===== src/hw/dscg_defs.vh =====
// Register map, field positions and reset values of the deep-sleep clock gate block
`ifndef DSCG_DEFS_VH
`define DSCG_DEFS_VH

// Byte offsets within the system control window
`define DSCG_OFF_RUN 12'h0100
`define DSCG_OFF_SLEEP 12'h0110
`define DSCG_OFF_DEEP 12'h0128
`define DSCG_OFF_CFG 12'h0060
`define DSCG_OFF_IRQ_STAT 12'h01F0
`define DSCG_OFF_IRQ_MASK 12'h01F4
`define DSCG_OFF_FAULT_ADDR 12'h01F8

// Writable gating bits: 30 phy, 28 mac, 6..0 ports G..A
`define DSCG_GATE_MASK 32'h5000_007F
`define DSCG_GATE_RESET 32'h0000_0000
`define DSCG_BIT_PHY 5'h1E
`define DSCG_BIT_MAC 5'h1C
`define DSCG_BIT_PORT_A 5'h00
`define DSCG_BIT_PORT_G 5'h06

// Run configuration register: auto gating select
`define DSCG_BIT_AUTO_GATE 27
`define DSCG_CFG_MASK 32'h0800_0000
`define DSCG_CFG_RESET 32'h0000_0000

// Power modes
`define DSCG_MODE_RUN 2'h0
`define DSCG_MODE_SLEEP 2'h1
`define DSCG_MODE_DEEP 2'h2

// Interrupt status bits
`define DSCG_IRQ_FAULT 0
`define DSCG_IRQ_MODE 1
`define DSCG_IRQ_MASK_BITS 32'h0000_0003

// Units and their peripheral address decode (address bits 19:12)
`define DSCG_UNITS 9
`define DSCG_UNIT_SEL_LSB 12

`endif


===== src/hw/dscg_mode_sync.v =====
// Three-stage synchroniser for the power mode pins
`timescale 1ns/10ps
`include "dscg_defs.vh"
module dscg_mode_sync (
  // Clock and reset
  input wire clk_sys,
  input wire reset_n,
  // Asynchronous mode pins
  input wire [1:0] mode_async,
  // Settled mode
  output reg [1:0] mode_q
);
  reg [1:0] s1_q;
  reg [1:0] s2_q;
  reg [1:0] s3_q;

  always @(posedge clk_sys) begin
    if (!reset_n) begin
      s1_q <= 2'h0;
      s2_q <= 2'h0;
      s3_q <= 2'h0;
      mode_q <= `DSCG_MODE_RUN;
    end else begin
      s1_q <= mode_async;
      s2_q <= s1_q;
      s3_q <= s2_q;
      // Accept a change once two later stages agree
      if (s2_q == s3_q)
        mode_q <= s3_q;
    end
  end
endmodule // dscg_mode_sync


===== src/hw/dscg_top.v =====
// Clock gate control for phy, mac and ports A..G across run, sleep and deep-sleep
//
// Behaviour
// - Set bit clocks unit; clear bit disables it
// - Access to gated unit answers bus fault
// - Reset clears all gating bits to zero
// - Separate run, sleep, deep-sleep sets; deep applies in deep-sleep only with auto gating
// - Sleep sets govern only with auto gating
// - Bit 30 enables phy unit clock
// - Bit 28 enables mac unit clock
// - Bits 0..6 enable ports A..G
// - Other bits read only, read zero
// - Deep-sleep register decoded at offset 0x128
//
// Local design decision: register access over APB.
`timescale 1ns/10ps
`include "dscg_defs.vh"
module dscg_top (
  // Clock and reset
  input wire clk_sys,
  input wire reset_n,
  // APB register slave
  input wire psel,
  input wire penable,
  input wire pwrite,
  input wire [11:0] paddr,
  input wire [31:0] pwdata,
  output reg [31:0] prdata,
  output reg pready,
  output reg pslverr,
  // Power mode pins from the power controller
  input wire [1:0] power_mode,
  // Peripheral bus monitor
  input wire periph_req,
  input wire [31:0] periph_addr,
  output reg periph_fault,
  // Unit clock enables
  output reg phy_unit_clk_en,
  output reg mac_unit_clk_en,
  output reg port_a_clk_en,
  output reg port_b_clk_en,
  output reg port_c_clk_en,
  output reg port_d_clk_en,
  output reg port_e_clk_en,
  output reg port_f_clk_en,
  output reg port_g_clk_en,
  // Interrupt
  output reg irq
);
  // Software visible registers
  reg [31:0] run_clock_gate_2_q;
  reg [31:0] sleep_clock_gate_2_q;
  reg [31:0] deep_sleep_clock_gate_2_q;
  reg [31:0] run_clock_config_reg_q;
  reg [31:0] irq_stat_q;
  reg [31:0] irq_mask_q;
  reg [31:0] fault_addr_q;

  // Settled power mode and its last value
  wire [1:0] mode_q;
  reg [1:0] mode_prev_q;
  wire mode_changed;

  // Gate set selection and fault decode
  reg [31:0] active_d;
  reg [31:0] en_now_d;
  reg [3:0] unit_d;
  reg unit_gated_d;

  // Register decode and interrupt next state
  reg [31:0] rdata_d;
  reg addr_ok_d;
  reg [31:0] set_d;
  reg [31:0] stat_d;

  // Bus phases and configuration
  wire auto_clock_gating_select;
  wire apb_setup;
  wire apb_wr;

  // Mode settles four cycles after a pin change
  dscg_mode_sync u_sync (
    .clk_sys(clk_sys),
    .reset_n(reset_n),
    .mode_async(power_mode),
    .mode_q(mode_q)
  );

  // Unit code for a peripheral address, zero selects no unit
  function [3:0] unit_of;
    input [7:0] sel;
    begin
      case (sel)
        8'h58: unit_of = 4'h1;
        8'h59: unit_of = 4'h2;
        8'h5A: unit_of = 4'h3;
        8'h5B: unit_of = 4'h4;
        8'h5C: unit_of = 4'h5;
        8'h5D: unit_of = 4'h6;
        8'h5E: unit_of = 4'h7;
        8'h48: unit_of = 4'h8;
        8'h49: unit_of = 4'h9;
        default: unit_of = 4'h0;
      endcase
    end
  endfunction

  // Map a unit code onto its gating bit position
  function [4:0] bit_of;
    input [3:0] u;
    begin
      case (u)
        4'h8: bit_of = `DSCG_BIT_MAC;
        4'h9: bit_of = `DSCG_BIT_PHY;
        default: bit_of = u - 5'd1;
      endcase
    end
  endfunction

  // Writable gating bits of a write word
  function [31:0] gate_bits;
    input [31:0] d;
    begin
      gate_bits = d & `DSCG_GATE_MASK;
    end
  endfunction

  // Unit select field of a peripheral address
  function [7:0] sel_of;
    input [31:0] a;
    begin
      sel_of = a[`DSCG_UNIT_SEL_LSB +: 8];
    end
  endfunction

  // Clear the status bits written as one
  function [31:0] w1c;
    input [31:0] cur;
    input [31:0] ones;
    begin
      w1c = cur & ~ones;
    end
  endfunction

  assign auto_clock_gating_select = run_clock_config_reg_q[`DSCG_BIT_AUTO_GATE];
  assign apb_setup = psel && !penable;
  // Writes land at the edge that closes the access phase
  assign apb_wr = psel && penable && pready && pwrite;
  assign mode_changed = (mode_q != mode_prev_q);

  // Pick the governing gate set
  always @* begin
    if (!auto_clock_gating_select)
      active_d = run_clock_gate_2_q;
    else if (mode_q == `DSCG_MODE_DEEP)
      active_d = deep_sleep_clock_gate_2_q;
    else if (mode_q == `DSCG_MODE_SLEEP)
      active_d = sleep_clock_gate_2_q;
    else
      active_d = run_clock_gate_2_q;
  end

  // Register read decode
  always @* begin
    rdata_d = 32'h0000_0000;
    addr_ok_d = 1'b1;
    case (paddr)
      `DSCG_OFF_RUN: rdata_d = run_clock_gate_2_q;
      `DSCG_OFF_SLEEP: rdata_d = sleep_clock_gate_2_q;
      `DSCG_OFF_DEEP: rdata_d = deep_sleep_clock_gate_2_q;
      `DSCG_OFF_CFG: rdata_d = run_clock_config_reg_q;
      `DSCG_OFF_IRQ_STAT: rdata_d = irq_stat_q;
      `DSCG_OFF_IRQ_MASK: rdata_d = irq_mask_q;
      `DSCG_OFF_FAULT_ADDR: rdata_d = fault_addr_q;
      default: addr_ok_d = 1'b0;
    endcase
  end

  // Enables as the units see them in this cycle
  always @* begin
    en_now_d = 32'h0000_0000;
    en_now_d[`DSCG_BIT_PHY] = phy_unit_clk_en;
    en_now_d[`DSCG_BIT_MAC] = mac_unit_clk_en;
    en_now_d[`DSCG_BIT_PORT_A] = port_a_clk_en;
    en_now_d[1] = port_b_clk_en;
    en_now_d[2] = port_c_clk_en;
    en_now_d[3] = port_d_clk_en;
    en_now_d[4] = port_e_clk_en;
    en_now_d[5] = port_f_clk_en;
    en_now_d[`DSCG_BIT_PORT_G] = port_g_clk_en;
  end

  // Fault judged on the registered enables, the clock the unit has now
  always @* begin
    unit_d = unit_of(sel_of(periph_addr));
    unit_gated_d = 1'b0;
    if (periph_req && unit_d != 4'h0)
      unit_gated_d = !en_now_d[bit_of(unit_d)];
  end

  // Interrupt events; set wins over write-one clear
  always @* begin
    set_d = 32'h0000_0000;
    set_d[`DSCG_IRQ_FAULT] = unit_gated_d;
    set_d[`DSCG_IRQ_MODE] = mode_changed;
    stat_d = irq_stat_q;
    if (apb_wr && paddr == `DSCG_OFF_IRQ_STAT)
      stat_d = w1c(irq_stat_q, pwdata);
    stat_d = (stat_d | set_d) & `DSCG_IRQ_MASK_BITS;
  end

  // APB slave: no wait states, answer in the access phase after setup
  always @(posedge clk_sys) begin
    if (!reset_n) begin
      pready <= 1'b0;
      pslverr <= 1'b0;
      prdata <= 32'h0000_0000;
    end else begin
      pready <= apb_setup;
      pslverr <= apb_setup && !addr_ok_d;
      prdata <= (apb_setup && !pwrite) ? rdata_d : 32'h0000_0000;
    end
  end

  // Gate set writes, reserved bits stay zero
  always @(posedge clk_sys) begin
    if (!reset_n) begin
      run_clock_gate_2_q <= `DSCG_GATE_RESET;
      sleep_clock_gate_2_q <= `DSCG_GATE_RESET;
      deep_sleep_clock_gate_2_q <= `DSCG_GATE_RESET;
    end else if (apb_wr) begin
      case (paddr)
        `DSCG_OFF_RUN: run_clock_gate_2_q <= gate_bits(pwdata);
        `DSCG_OFF_SLEEP: sleep_clock_gate_2_q <= gate_bits(pwdata);
        `DSCG_OFF_DEEP: deep_sleep_clock_gate_2_q <= gate_bits(pwdata);
        default: run_clock_gate_2_q <= run_clock_gate_2_q;
      endcase
    end
  end

  // Run configuration and interrupt mask writes
  always @(posedge clk_sys) begin
    if (!reset_n) begin
      run_clock_config_reg_q <= `DSCG_CFG_RESET;
      irq_mask_q <= 32'h0000_0000;
    end else if (apb_wr) begin
      case (paddr)
        `DSCG_OFF_CFG: run_clock_config_reg_q <= pwdata & `DSCG_CFG_MASK;
        `DSCG_OFF_IRQ_MASK: irq_mask_q <= pwdata & `DSCG_IRQ_MASK_BITS;
        default: irq_mask_q <= irq_mask_q;
      endcase
    end
  end

  // Sticky status and mode history
  always @(posedge clk_sys) begin
    if (!reset_n) begin
      irq_stat_q <= 32'h0000_0000;
      mode_prev_q <= `DSCG_MODE_RUN;
    end else begin
      irq_stat_q <= stat_d;
      mode_prev_q <= mode_q;
    end
  end

  // Fault strobe and address of the last refused access
  always @(posedge clk_sys) begin
    if (!reset_n) begin
      fault_addr_q <= 32'h0000_0000;
      periph_fault <= 1'b0;
    end else begin
      if (unit_gated_d)
        fault_addr_q <= periph_addr;
      periph_fault <= unit_gated_d;
    end
  end

  // Level interrupt while an unmasked status bit is set
  always @(posedge clk_sys) begin
    if (!reset_n)
      irq <= 1'b0;
    else
      irq <= |(stat_d & irq_mask_q);
  end

  // Registered so every enable comes straight from a flip-flop
  always @(posedge clk_sys) begin
    if (!reset_n) begin
      phy_unit_clk_en <= 1'b0;
      mac_unit_clk_en <= 1'b0;
      port_a_clk_en <= 1'b0;
      port_b_clk_en <= 1'b0;
      port_c_clk_en <= 1'b0;
      port_d_clk_en <= 1'b0;
      port_e_clk_en <= 1'b0;
      port_f_clk_en <= 1'b0;
      port_g_clk_en <= 1'b0;
    end else begin
      phy_unit_clk_en <= active_d[`DSCG_BIT_PHY];
      mac_unit_clk_en <= active_d[`DSCG_BIT_MAC];
      port_a_clk_en <= active_d[`DSCG_BIT_PORT_A];
      port_b_clk_en <= active_d[1];
      port_c_clk_en <= active_d[2];
      port_d_clk_en <= active_d[3];
      port_e_clk_en <= active_d[4];
      port_f_clk_en <= active_d[5];
      port_g_clk_en <= active_d[`DSCG_BIT_PORT_G];
    end
  end
endmodule // dscg_top


===== config.mk =====
export PLATFORM = sky130hd
export DESIGN_NAME = dscg_top
export DESIGN_NICKNAME = d
export VERILOG_FILES = /design/src/hw/dscg_mode_sync.v /design/src/hw/dscg_top.v
export VERILOG_INCLUDE_DIRS = /design/src /design/src/hw
export SDC_FILE = /design/constraint.sdc
export NUM_CORES = 1
export LEC_CHECK = 0
export BUFFER_PORTS_ARGS = -buffer_cell sky130_fd_sc_hd__buf_2
export CORE_MARGIN = 4
export CORE_UTILIZATION = 50
export DETAILED_ROUTE_END_ITERATION = 16
export PLACE_DENSITY = 0.76
export SLEW_MARGIN = 20
export SYNTH_ARGS = -nofsm -noshare
export SYNTH_HDL_FRONTEND = slang
export SYNTH_SLANG_ARGS = --single-unit

===== constraint.sdc =====
create_clock -name clk_sys -period 8.3 [get_ports clk_sys]
set_input_delay 1.66 -clock clk_sys [delete_from_list [all_inputs] [get_ports clk_sys]]
set_output_delay 1.66 -clock clk_sys [all_outputs]
set_load 0.1 [all_outputs]

Yosys cells after proc, flatten, opt, wreduce, memory -nomap -nowiden
Index checks and enable logic that the tools add are counted.
{ "totals": {"word_cells": 87, "output_inout_bits": 45, "regBits": 119, "inputBits": 84} }
{ "op_classes": {"muxes": 12, "order_cmp": 1, "n_reduce_logical": 21, "addsub": 1, "n_eq_ne": 22, "bitwise_logic": 4} }
{ "ops": {"columns": ["op", "count"], "rows": [
  ["32-bit one-hot mux with 7 select lines", 1],
  ["31-bit 2-to-1 mux", 3],
  ["12-bit by 9-bit equality test with 1-bit output, second input constant", 6],
  ["8-bit by 7-bit equality test with 1-bit output, second input constant", 9],
  ["4-bit one-hot mux with 9 select lines", 1],
  ["32-bit OR reduction", 1],
  ["12-bit by 7-bit equality test with 1-bit output, second input constant", 1],
  ["2-bit AND reduction", 6],
  ["5-bit one-hot mux with 2 select lines", 1],
  ["4-bit equality test, second input constant", 2],
  ["1-bit logical AND", 8],
  ["7-bit OR reduction", 1],
  ["5-bit by 6-bit less-than comparator with 1-bit output, second input constant", 1],
  ["1-bit binary-select mux with 5-bit select", 1],
  ["5-bit 2-to-1 mux", 1],
  ["4-bit by 1-bit subtractor with 5-bit output, second input constant", 1],
  ["2-bit bitwise AND", 2],
  ["1-bit logical NOT", 4],
  ["4-bit nonzero test", 1],
  ["1-bit 2-to-1 mux", 3],
  ["2-bit by 1-bit equality test with 1-bit output, second input constant", 1],
  ["2-bit equality test", 1],
  ["2-bit equality test, second input constant", 1],
  ["2-bit 2-to-1 mux", 1],
  ["3 further kinds", 3]
]} }

Logic depth before layout (Yosys ltp)
Gate-level depths: netlist (run 1).
{ "depth": {"word_depth": 12, "ltp_mapped": 14, "depth_no_buf": 12} }

Modules after synthesis
A second synthesis (run 1) with hierarchy kept.
{ "unflattened": {"cells_unflattened": 511, "hier_area_um2": 4877.2} }
{ "by_module_without_submodules": {"columns": ["module", "cells_per_inst", "seq_area_each_um2", "instances", "area_each_um2"], "rows": [
  ["dscg_top", 486, 2222.1, 1, 4605.7],
  ["dscg_mode_sync", 25, 160.2, 1, 271.5]
]} }

Worst setup path before layout (run 1)
OpenSTA, ideal clock, no wires.
{ "synth_timing": {"path_type": "input-to-reg", "start": "input port periph_addr[13]", "end": "register irq", "path_stages": 13, "arrival_ns": 4.013, "path_slack_ns": 4.165, "n_path_buf": 2, "cell_sequence": "buf_2 > nor3_4 > a21oi_1 > nor2_1 > inv_1 > ha_1 > o31a_1 > o21ai_0 > a221oi_1 > a211oi_2 > a211oi_2 > buf_6 > a311o_1"} }
{ "synth_via": {"elab_chain_len": 12, "elab_cells_between_ends": 24, "classes_between": "1 x add/sub; 11 x eq/ne; 6 x mux; 2 x bitwise; 4 x reduce/logical"} }
{ "synth_rtl": {"columns": ["item", "line_no", "source"], "rows": [
  ["from (decl)", "dscg_top.v:35", "input wire [31:0] periph_addr,"],
  ["8-bit by 7-bit equality test with 1-bit output", "dscg_top.v:93", "case (sel)"],
  ["4-bit one-hot mux with 9 select lines *", "dscg_top.v:93", null],
  ["4-bit by 1-bit subtractor with 5-bit output or 4-bit equality test (tied branches)", "dscg_top.v:115, dscg_top.v:112", null],
  ["5-bit one-hot mux with 2 select lines", "dscg_top.v:112", "case (u)"],
  ["5-bit 2-to-1 mux", "dscg_top.v:197", "if (periph_req && unit_d != 4'h0)"],
  ["1-bit binary-select mux with 5-bit select", "dscg_top.v:198", "unit_gated_d = !en_now_d[bit_of(unit_d)];"],
  ["1-bit 2-to-1 mux (implied by the code)", "dscg_top.v:198", null],
  ["1-bit logical NOT", "dscg_top.v:198", null],
  ["1-bit 2-to-1 mux *", "dscg_top.v:197", null],
  ["2-bit bitwise OR *", "dscg_top.v:209", "stat_d = (stat_d | set_d) & `DSCG_IRQ_MASK_BITS;"],
  ["2-bit bitwise AND *", "dscg_top.v:283", "irq <= |(stat_d & irq_mask_q);"],
  ["32-bit OR reduction *", "dscg_top.v:283", null],
  ["to (signal assigned)", "dscg_top.v:283", null],
  ["to (decl)", "dscg_top.v:48", "output reg irq"]
]} }
Mark *: on every way between the ends. The rest lies on a longest branch, timed or not. The select of a mux whose other input is x is not followed.
A chain may end at the register's enable or synchronous reset.

Worst setup path after layout (run 1)
{ "layout_timing": {"start": "input port periph_addr[17]", "end": "register fault_addr_q[25]"} }
{ "layout_via": {"elab_chain_len": 9, "elab_cells_between_ends": 21, "classes_between": "1 x add/sub; 11 x eq/ne; 6 x mux; 3 x reduce/logical"} }
{ "layout_rtl": {"columns": ["item", "line_no", "source"], "rows": [
  ["8-bit by 7-bit equality test with 1-bit output", "dscg_top.v:93", null],
  ["4-bit one-hot mux with 9 select lines *", "dscg_top.v:93", null],
  ["4-bit by 1-bit subtractor with 5-bit output or 4-bit equality test (tied branches)", "dscg_top.v:115, dscg_top.v:112", null],
  ["5-bit one-hot mux with 2 select lines", "dscg_top.v:112", null],
  ["5-bit 2-to-1 mux", "dscg_top.v:197", null],
  ["1-bit binary-select mux with 5-bit select", "dscg_top.v:198", null],
  ["1-bit 2-to-1 mux (implied by the code)", "dscg_top.v:198", null],
  ["1-bit logical NOT", "dscg_top.v:198", null],
  ["1-bit 2-to-1 mux *", "dscg_top.v:197", null],
  ["to (signal assigned)", "dscg_top.v:273", "fault_addr_q <= periph_addr;"],
  ["to (decl)", "dscg_top.v:57", "reg [31:0] fault_addr_q;"]
]} }
Marks and branches as above.

==> run_results.csv, run 1 <==
group,metric,value,unit
clocking,ctsHoldBuffers,0,
grt,grt_max_degree,86,
clocking,cts_max_level,4,
worst_setup_path,worstPathMaxFanout,35,
sta,final_max_slew_viol_count,0,
sta,fmax,0.231,GHz
floorplan,rows,35,
logic_synthesis,yosys_warnings,0,
worst_setup_path,r2r-start,"pready",
routing,drt-total-wl,11.8,mm
clocking,cts_tree,"yes",
final_layout,num-nets-final,709,
final_layout,instances_no_fill,765,
worst_hold_path,hold_start,"u_sync.s1_q[0]",
floorplan,die_x,107,um
grt,antenna_found_initial,0,
final_layout,diodes,0,
placed_design,hpwl,7.94,mm
clocking,cts_resized,0,
worst_setup_path,arrival,4.78,ns
logic_synthesis,synth_xor_area_frac,0.00891,
worst_setup_path,cp-end-kind,"register",
logic_synthesis,synth.distinct_cells,55,
final_layout,fillers,788,
job,drv_cap,0,
logic_synthesis,synth_cells,530,
placed_design,placed_cells,732,
routing,drt_pass1_iterations,5,
logic_synthesis,synth_area_leaders,"dfxtp_1, mux2i_1, nand2_1",
floorplan,die_area,11500,um^2
worst_setup_path,crit_start,"periph_addr[17]",
logic_synthesis,synth_top_cells_by_count,"dfxtp_1, nand2_1, mux2i_1",
logic_synthesis,synthArstFlopShare,0,
logic_synthesis,synth_compound_area_frac,0.107,
logic_synthesis,synthFlopType,"dfxtp_1",
floorplan,die_y,107,um
sta,setup_viol,0,
power,irDropWorstVdd,153,uV
logic_synthesis,synth-seq-cells,119,
sta,slew_headroom,0.471,
clocking,clock-root-buffer,"clkbuf_8",
power,p_leak,2.70,nW
grt,grt-ovfl-total,0,
sta,finalSetupTns,0,ns
power,report.power.total,1.32,mW
grt,grtUsageTotal,0.211,
worst_setup_path,start_kind,"primary input",
sta,finalClockSkew,0.00683,ns
placed_design,portBuffers,106,
placed_design,place.gp.congestion,0.860,
logic_synthesis,synthAdderAreaFrac,0.00509,
sta,hold_viol_final,0,
logic_synthesis,syn_area_per_cell,9.28,um^2
grt,grt_pass1_vias,3871,
routing,via_count,4099,
sta,min_period,4.34,ns
logic_synthesis,synth_edf_count,0,
routing,antenna_left,0,
final_layout,fin_util,0.642,
clocking,cts-buffers-inserted,17,
logic_synthesis,synthSimpleGateAreaFrac,0.208,
final_layout,drive_gt1_frac,0.259,
power,powerDensity,219,nW/um^2
outcome,status,"completed",
logic_synthesis,synth_top_area_share,0.484,
clocking,cts_setup_buffers,0,
grt,grt_first_pass_wirelength,19.1,mm
floorplan,core,9420,um^2
worst_hold_path,min-delay-path-class,"register to register",
clocking,clk_latency,0.52,ns
worst_setup_path,cp.required,8.74,ns
clocking,clkTransAtPathRegs,0.06,ns
final_layout,area_growth,23.0,%
floorplan,io_pins,129,
routing,wire_per_inst,15.5,um
sta,min_period_over_period,0.523,
routing,viasPerCell,5.36,
sta,tightest_slew,0.793,ns
logic_synthesis,syn_area,4920,um^2
logic_synthesis,synth_most_common_cell,"dfxtp_1",
logic_synthesis,yosysSeqAreaShare,0.484,
logic_synthesis,synth.area.mux_share,0.141,
floorplan,start_util,0.522,
routing,drc_errors,0,
logic_synthesis,syn_nets,616,
worst_setup_path,critical_path_class,"primary input to register",
clocking,clockBufferDepth,2,
clocking,cts.sinks,119,
logic_synthesis,yosysTopAreaCell,"dfxtp_1",
logic_synthesis,synth_top_family_by_area,"simple AND/OR/NAND/NOR gates",
routing,drtIter0Drc,243,
sta,rsz0062_at_grt,"no",
==> where the power goes <==
part           switching [mW]  internal [mW]
sequential            0.00203          0.576
clock                   0.270          0.414
combinational          0.0362         0.0235
==> sequential cells by signal (all words and copies together) (netlist names), 2 cells and up <==
| register | flops |
|---|---|
| fault_addr_q | 32 |
| prdata | 32 |
| deep_sleep_clock_gate_2_q | 9 |
| run_clock_gate_2_q | 9 |
| sleep_clock_gate_2_q | 9 |
| irq_mask_q | 2 |
| irq_stat_q | 2 |
| mode_prev_q | 2 |
| u_sync.mode_q | 2 |
| u_sync.s1_q | 2 |
| u_sync.s2_q | 2 |
| u_sync.s3_q | 2 |
==> layer usage <==
| metal | share of wire | up-vias | GRT usage |
|---|---|---|---|
| met4 | 0.020 | 0 | 0.0895 |
| met1 | 0.43 | 1907 | 0.274 |
| met5 | 0 | - | 0 |
| li1 | - | 2021 | - |
| met2 | 0.48 | 145 | 0.328 |
| met3 | 0.067 | 26 | 0.0602 |
==> placed cells by master, fill, tap and decap left out, types with 2 or more instances in the layout <==
master,netlist,routed
inv_1,6,6
o21ai_0,13,13
a22oi_1,9,9
dfxtp_1,119,119
clkinvlp_4,0,4
inv_6,0,2
nand3_1,15,15
clkinv_2,0,2
nand2_1,92,92
nor3_1,3,2
a31oi_1,4,4
nand4_1,2,2
xnor2_1,4,4
nand3b_1,4,4
nand2b_1,5,5
clkbuf_8,0,3
nor2_1,39,38
clkbuf_16,0,16
and2_1,11,11
a21oi_1,27,27
ha_1,2,2
o22ai_1,7,7
mux2i_1,57,57
a222oi_1,2,2
nor4_1,2,2
a211oi_1,2,2
mux2_2,11,11
and3_1,26,26
buf_2,6,106
clkinv_4,0,4
a221oi_1,2,2
a21o_1,2,2
buf_4,2,5
==> worst max-delay path, cell delays in order <==
cell and delay (ns):
buf_2 0.11, nor4bb_1 0.34, buf_4 0.23, nand3_1 0.13, ha_1 0.28, o31a_1 0.30, o21ai_0 0.43, mux2i_1 0.22
a211oi_4 0.27, buf_4 0.52, mux2i_1 0.26
==> logic make-up (layout without fill, tap and decap cells) <==
kind of cell    after synthesis  after routing
fa+ha+maj                     2              2
xor+xnor                      5              5
flops                       119            119
compound gates               80             80
buf+inv                      45            151
simple gates                211            211
mux                          68             68
==> metrics by stage <==
step                      setup WS, ns  cell area, um^2  hold WS, ns
final                             3.96             6050        0.434
after global routing              3.77             6050        0.444
after CTS                         4.01             6030        0.440
after detailed placement          3.46             5470        0.425
after global placement            3.59             5460        0.426
after floorplan                   4.17             4920        0.412
==> path summary, 6_finish.rpt <==
check / endpoint / slack [ns] / cells after the start
hold reg to reg: u_sync.s2_q[0] / 0.43 / 1
setup reg to reg: run_clock_gate_2_q[1] / 6.21 / 4
setup / recovery: fault_addr_q[25] / 3.96 / 11
hold / removal: u_sync.s2_q[0] / 0.43 / 1
==> cell type report <==
class                   count  area, um^2  area share
clock inverters            13         123      0.0203
multi-input cells         366        2330       0.385
clock buffers              19         442      0.0731
inverters                   7        26.3     0.00435
well taps                 129         161      0.0267
flip-flops and latches    119        2380       0.394
repair buffers            112         583      0.0964
No activity file was read; power rests on OpenSTA's default activity.
==> run 2: changes to the inputs <==
--- a/config.mk
+++ b/config.mk
@@ -8,9 +8,9 @@
 export LEC_CHECK = 0
 export BUFFER_PORTS_ARGS = -buffer_cell sky130_fd_sc_hd__buf_2
 export CORE_MARGIN = 4
-export CORE_UTILIZATION = 50
+export CORE_UTILIZATION = 47
 export DETAILED_ROUTE_END_ITERATION = 16
-export PLACE_DENSITY = 0.76
+export PLACE_DENSITY = 0.75
 export SLEW_MARGIN = 20
 export SYNTH_ARGS = -nofsm -noshare
 export SYNTH_HDL_FRONTEND = slang
==> constraint.sdc (replaced) <==
create_clock -name clk_sys -period 3.55 [get_ports clk_sys]
set_input_delay 0.71 -clock clk_sys [delete_from_list [all_inputs] [get_ports clk_sys]]
set_output_delay 0.71 -clock clk_sys [all_outputs]
set_load 0.1 [all_outputs]
==> run_results.csv, run 2 (same netlist as run 1, synthesis figures left out) <==
group,metric,value,unit
sta,final_max_slew_viol_count,0,
worst_setup_path,crit_cells,14,
clocking,clk_latency,0.52,ns
floorplan,die_x,110,um
worst_setup_path,reg2reg_to,"port_a_clk_en",
final_layout,fin_util,0.609,
grt,grt_pass1_vias,4163,
power,irDropWorstVdd,284,uV
worst_hold_path,hold_start,"power_mode[0]",
sta,min_period_over_period,0.812,
worst_setup_path,cp.buffers_inverters,5,
worst_setup_path,arrival,3.31,ns
worst_setup_path,ff2ff_path_depth,5,
sta,whs,0.397,ns
worst_setup_path,cp-end-kind,"register",
worst_setup_path,critPathMostFrequentCell,"mux2i_1",
grt,antenna_found_initial,0,
clocking,ctsHoldBuffers,0,
placed_design,place.gp.congestion,0.843,
final_layout,largest_registers,"fault_addr_q: 32 flops, prdata: 32 flops",
grt,grt-ovfl-total,0,
clocking,cts_max_level,4,
clocking,cts.sinks,119,
sta,slew_headroom,0.450,
worst_setup_path,cp.required,3.98,ns
floorplan,rows,37,
worst_setup_path,crit_start,"periph_addr[17]",
floorplan,die_area,12200,um^2
final_layout,fillers,888,
sta,tightest_slew,0.818,ns
worst_setup_path,crit_path_max_incr_delay,0.29,ns
clocking,clkTransAtPathRegs,0.06,ns
clocking,cts_tree,"yes",
final_layout,final_common_cell,"dfxtp_1",
worst_setup_path,critical_path.cell_chain,"buf_2 -> nor4bb_1 -> buf_4 -> nand3_1 -> ha_1 -> inv_1 -> a31oi_1 -> o21bai_4 -> mux2i_1 -> mux2i_1 -> a211oi_4 -> buf_12 -> buf_4 -> mux2i_1",
clocking,cts_resized,0,
clocking,cts-buffers-inserted,17,
placed_design,hpwl,8.64,mm
worst_setup_path,r2r-start,"u_sync.mode_q[1]",
floorplan,die_y,110,um
routing,wire_per_inst,15.6,um
sta,min_period,2.88,ns
worst_setup_path,critical_path_class,"primary input to register",
worst_setup_path,r2r_slack,1.25,ns
final_layout,seqCellArea,2380,um^2
routing,viasPerCell,5.33,
routing,drt-total-wl,12.4,mm
sta,hold_viol_final,0,
power,powerDensity,495,nW/um^2
clocking,clockBufferDepth,2,
sta,finalClockSkew,0.00901,ns
sta,setup_viol,0,
routing,drtIter0Drc,339,
final_layout,area_growth,27.3,%
final_layout,layout_common_cells,"dfxtp_1, buf_2, nand2_1",
floorplan,io_pins,129,
final_layout,num-nets-final,730,
outcome,status,"completed",
grt,grtUsageTotal,0.209,
grt,grt_first_pass_wirelength,19.7,mm
sta,finalSetupTns,0,ns
worst_hold_path,hold_path_depth,2,
floorplan,core,10300,um^2
routing,antenna_left,0,
worst_setup_path,crit_slowest_cell,"ha_1",
worst_hold_path,min_to,"u_sync.s1_q[0]",
worst_setup_path,crit_family,"buffers and inverters",
final_layout,diodes,0,
grt,grt_max_degree,67,
placed_design,portBuffers,106,
clocking,cts_setup_buffers,0,
final_layout,drive_gt1_frac,0.282,
clocking,clock-root-buffer,"clkbuf_8",
sta,rsz0062_at_grt,"no",
final_layout,multi_input_area,2330,um^2
routing,drc_errors,0,
worst_setup_path,start_kind,"primary input",
worst_setup_path,worstPathMaxFanout,11,
routing,via_count,4225,
worst_hold_path,min-delay-path-class,"primary input to register",
sta,fmax,0.347,GHz
routing,drt_pass1_iterations,5,
job,drv_cap,0,
floorplan,start_util,0.478,
power,p_leak,2.82,nW
run 2: cell types whose count changed in the layout (fill, tap and decap cells not counted), moves of 2 or more:
cell      before  now
inv_6          2    5
buf_12         0    5
clkbuf_8       3    1
buf_4          5   22
run 2: how the worst max path moves through the flow:
stage | to | slack [ns]
after floorplan | irq | 0.37
after global placement | fault_addr_q[24] | 0.23
after detailed placement | fault_addr_q[0] | 0.15
after CTS | fault_addr_q[0] | 0.68
after global routing | fault_addr_q[17] | 0.48
final | fault_addr_q[0] | 0.67
run 2: layout make-up:
type                    instances  share of cell area
repair buffers                133               0.127
clock buffers                  17              0.0662
multi-input cells             366               0.372
clock inverters                15              0.0230
well taps                     136              0.0272
flip-flops and latches        119               0.381
inverters                       7             0.00420
run 2: layer usage:
layer	share of wire	up-vias	GRT usage
met4	0.019	0	0.0967
met3	0.066	20	0.0542
met5	0	-	0
li1	-	2068	-
met1	0.42	1986	0.255
met2	0.50	151	0.344
run 2: report_power, final:
part | leakage (nW) | switching [mW] | internal [mW]
registers | 0.960 | 0.00504 | 1.35
clock network | 0.268 | 0.658 | 0.942
logic | 1.59 | 0.0876 | 0.0614
total | 2.82 | 0.750 | 2.35
run 2: per-stage QoR:
step / worst slack, ns / instance area (um^2) / cells / power [mW]
global placement: 0.227 / 5700 / 761 / 1.52
CTS: 0.683 / 6260 / 793 / 3.12
global route: 0.481 / 6260 / 793 / 3.20
floorplan: 0.365 / 4920 / 530 / 1.46
finish: 0.668 / 6260 / 793 / 3.10
detailed placement: 0.150 / 5700 / 761 / 1.53
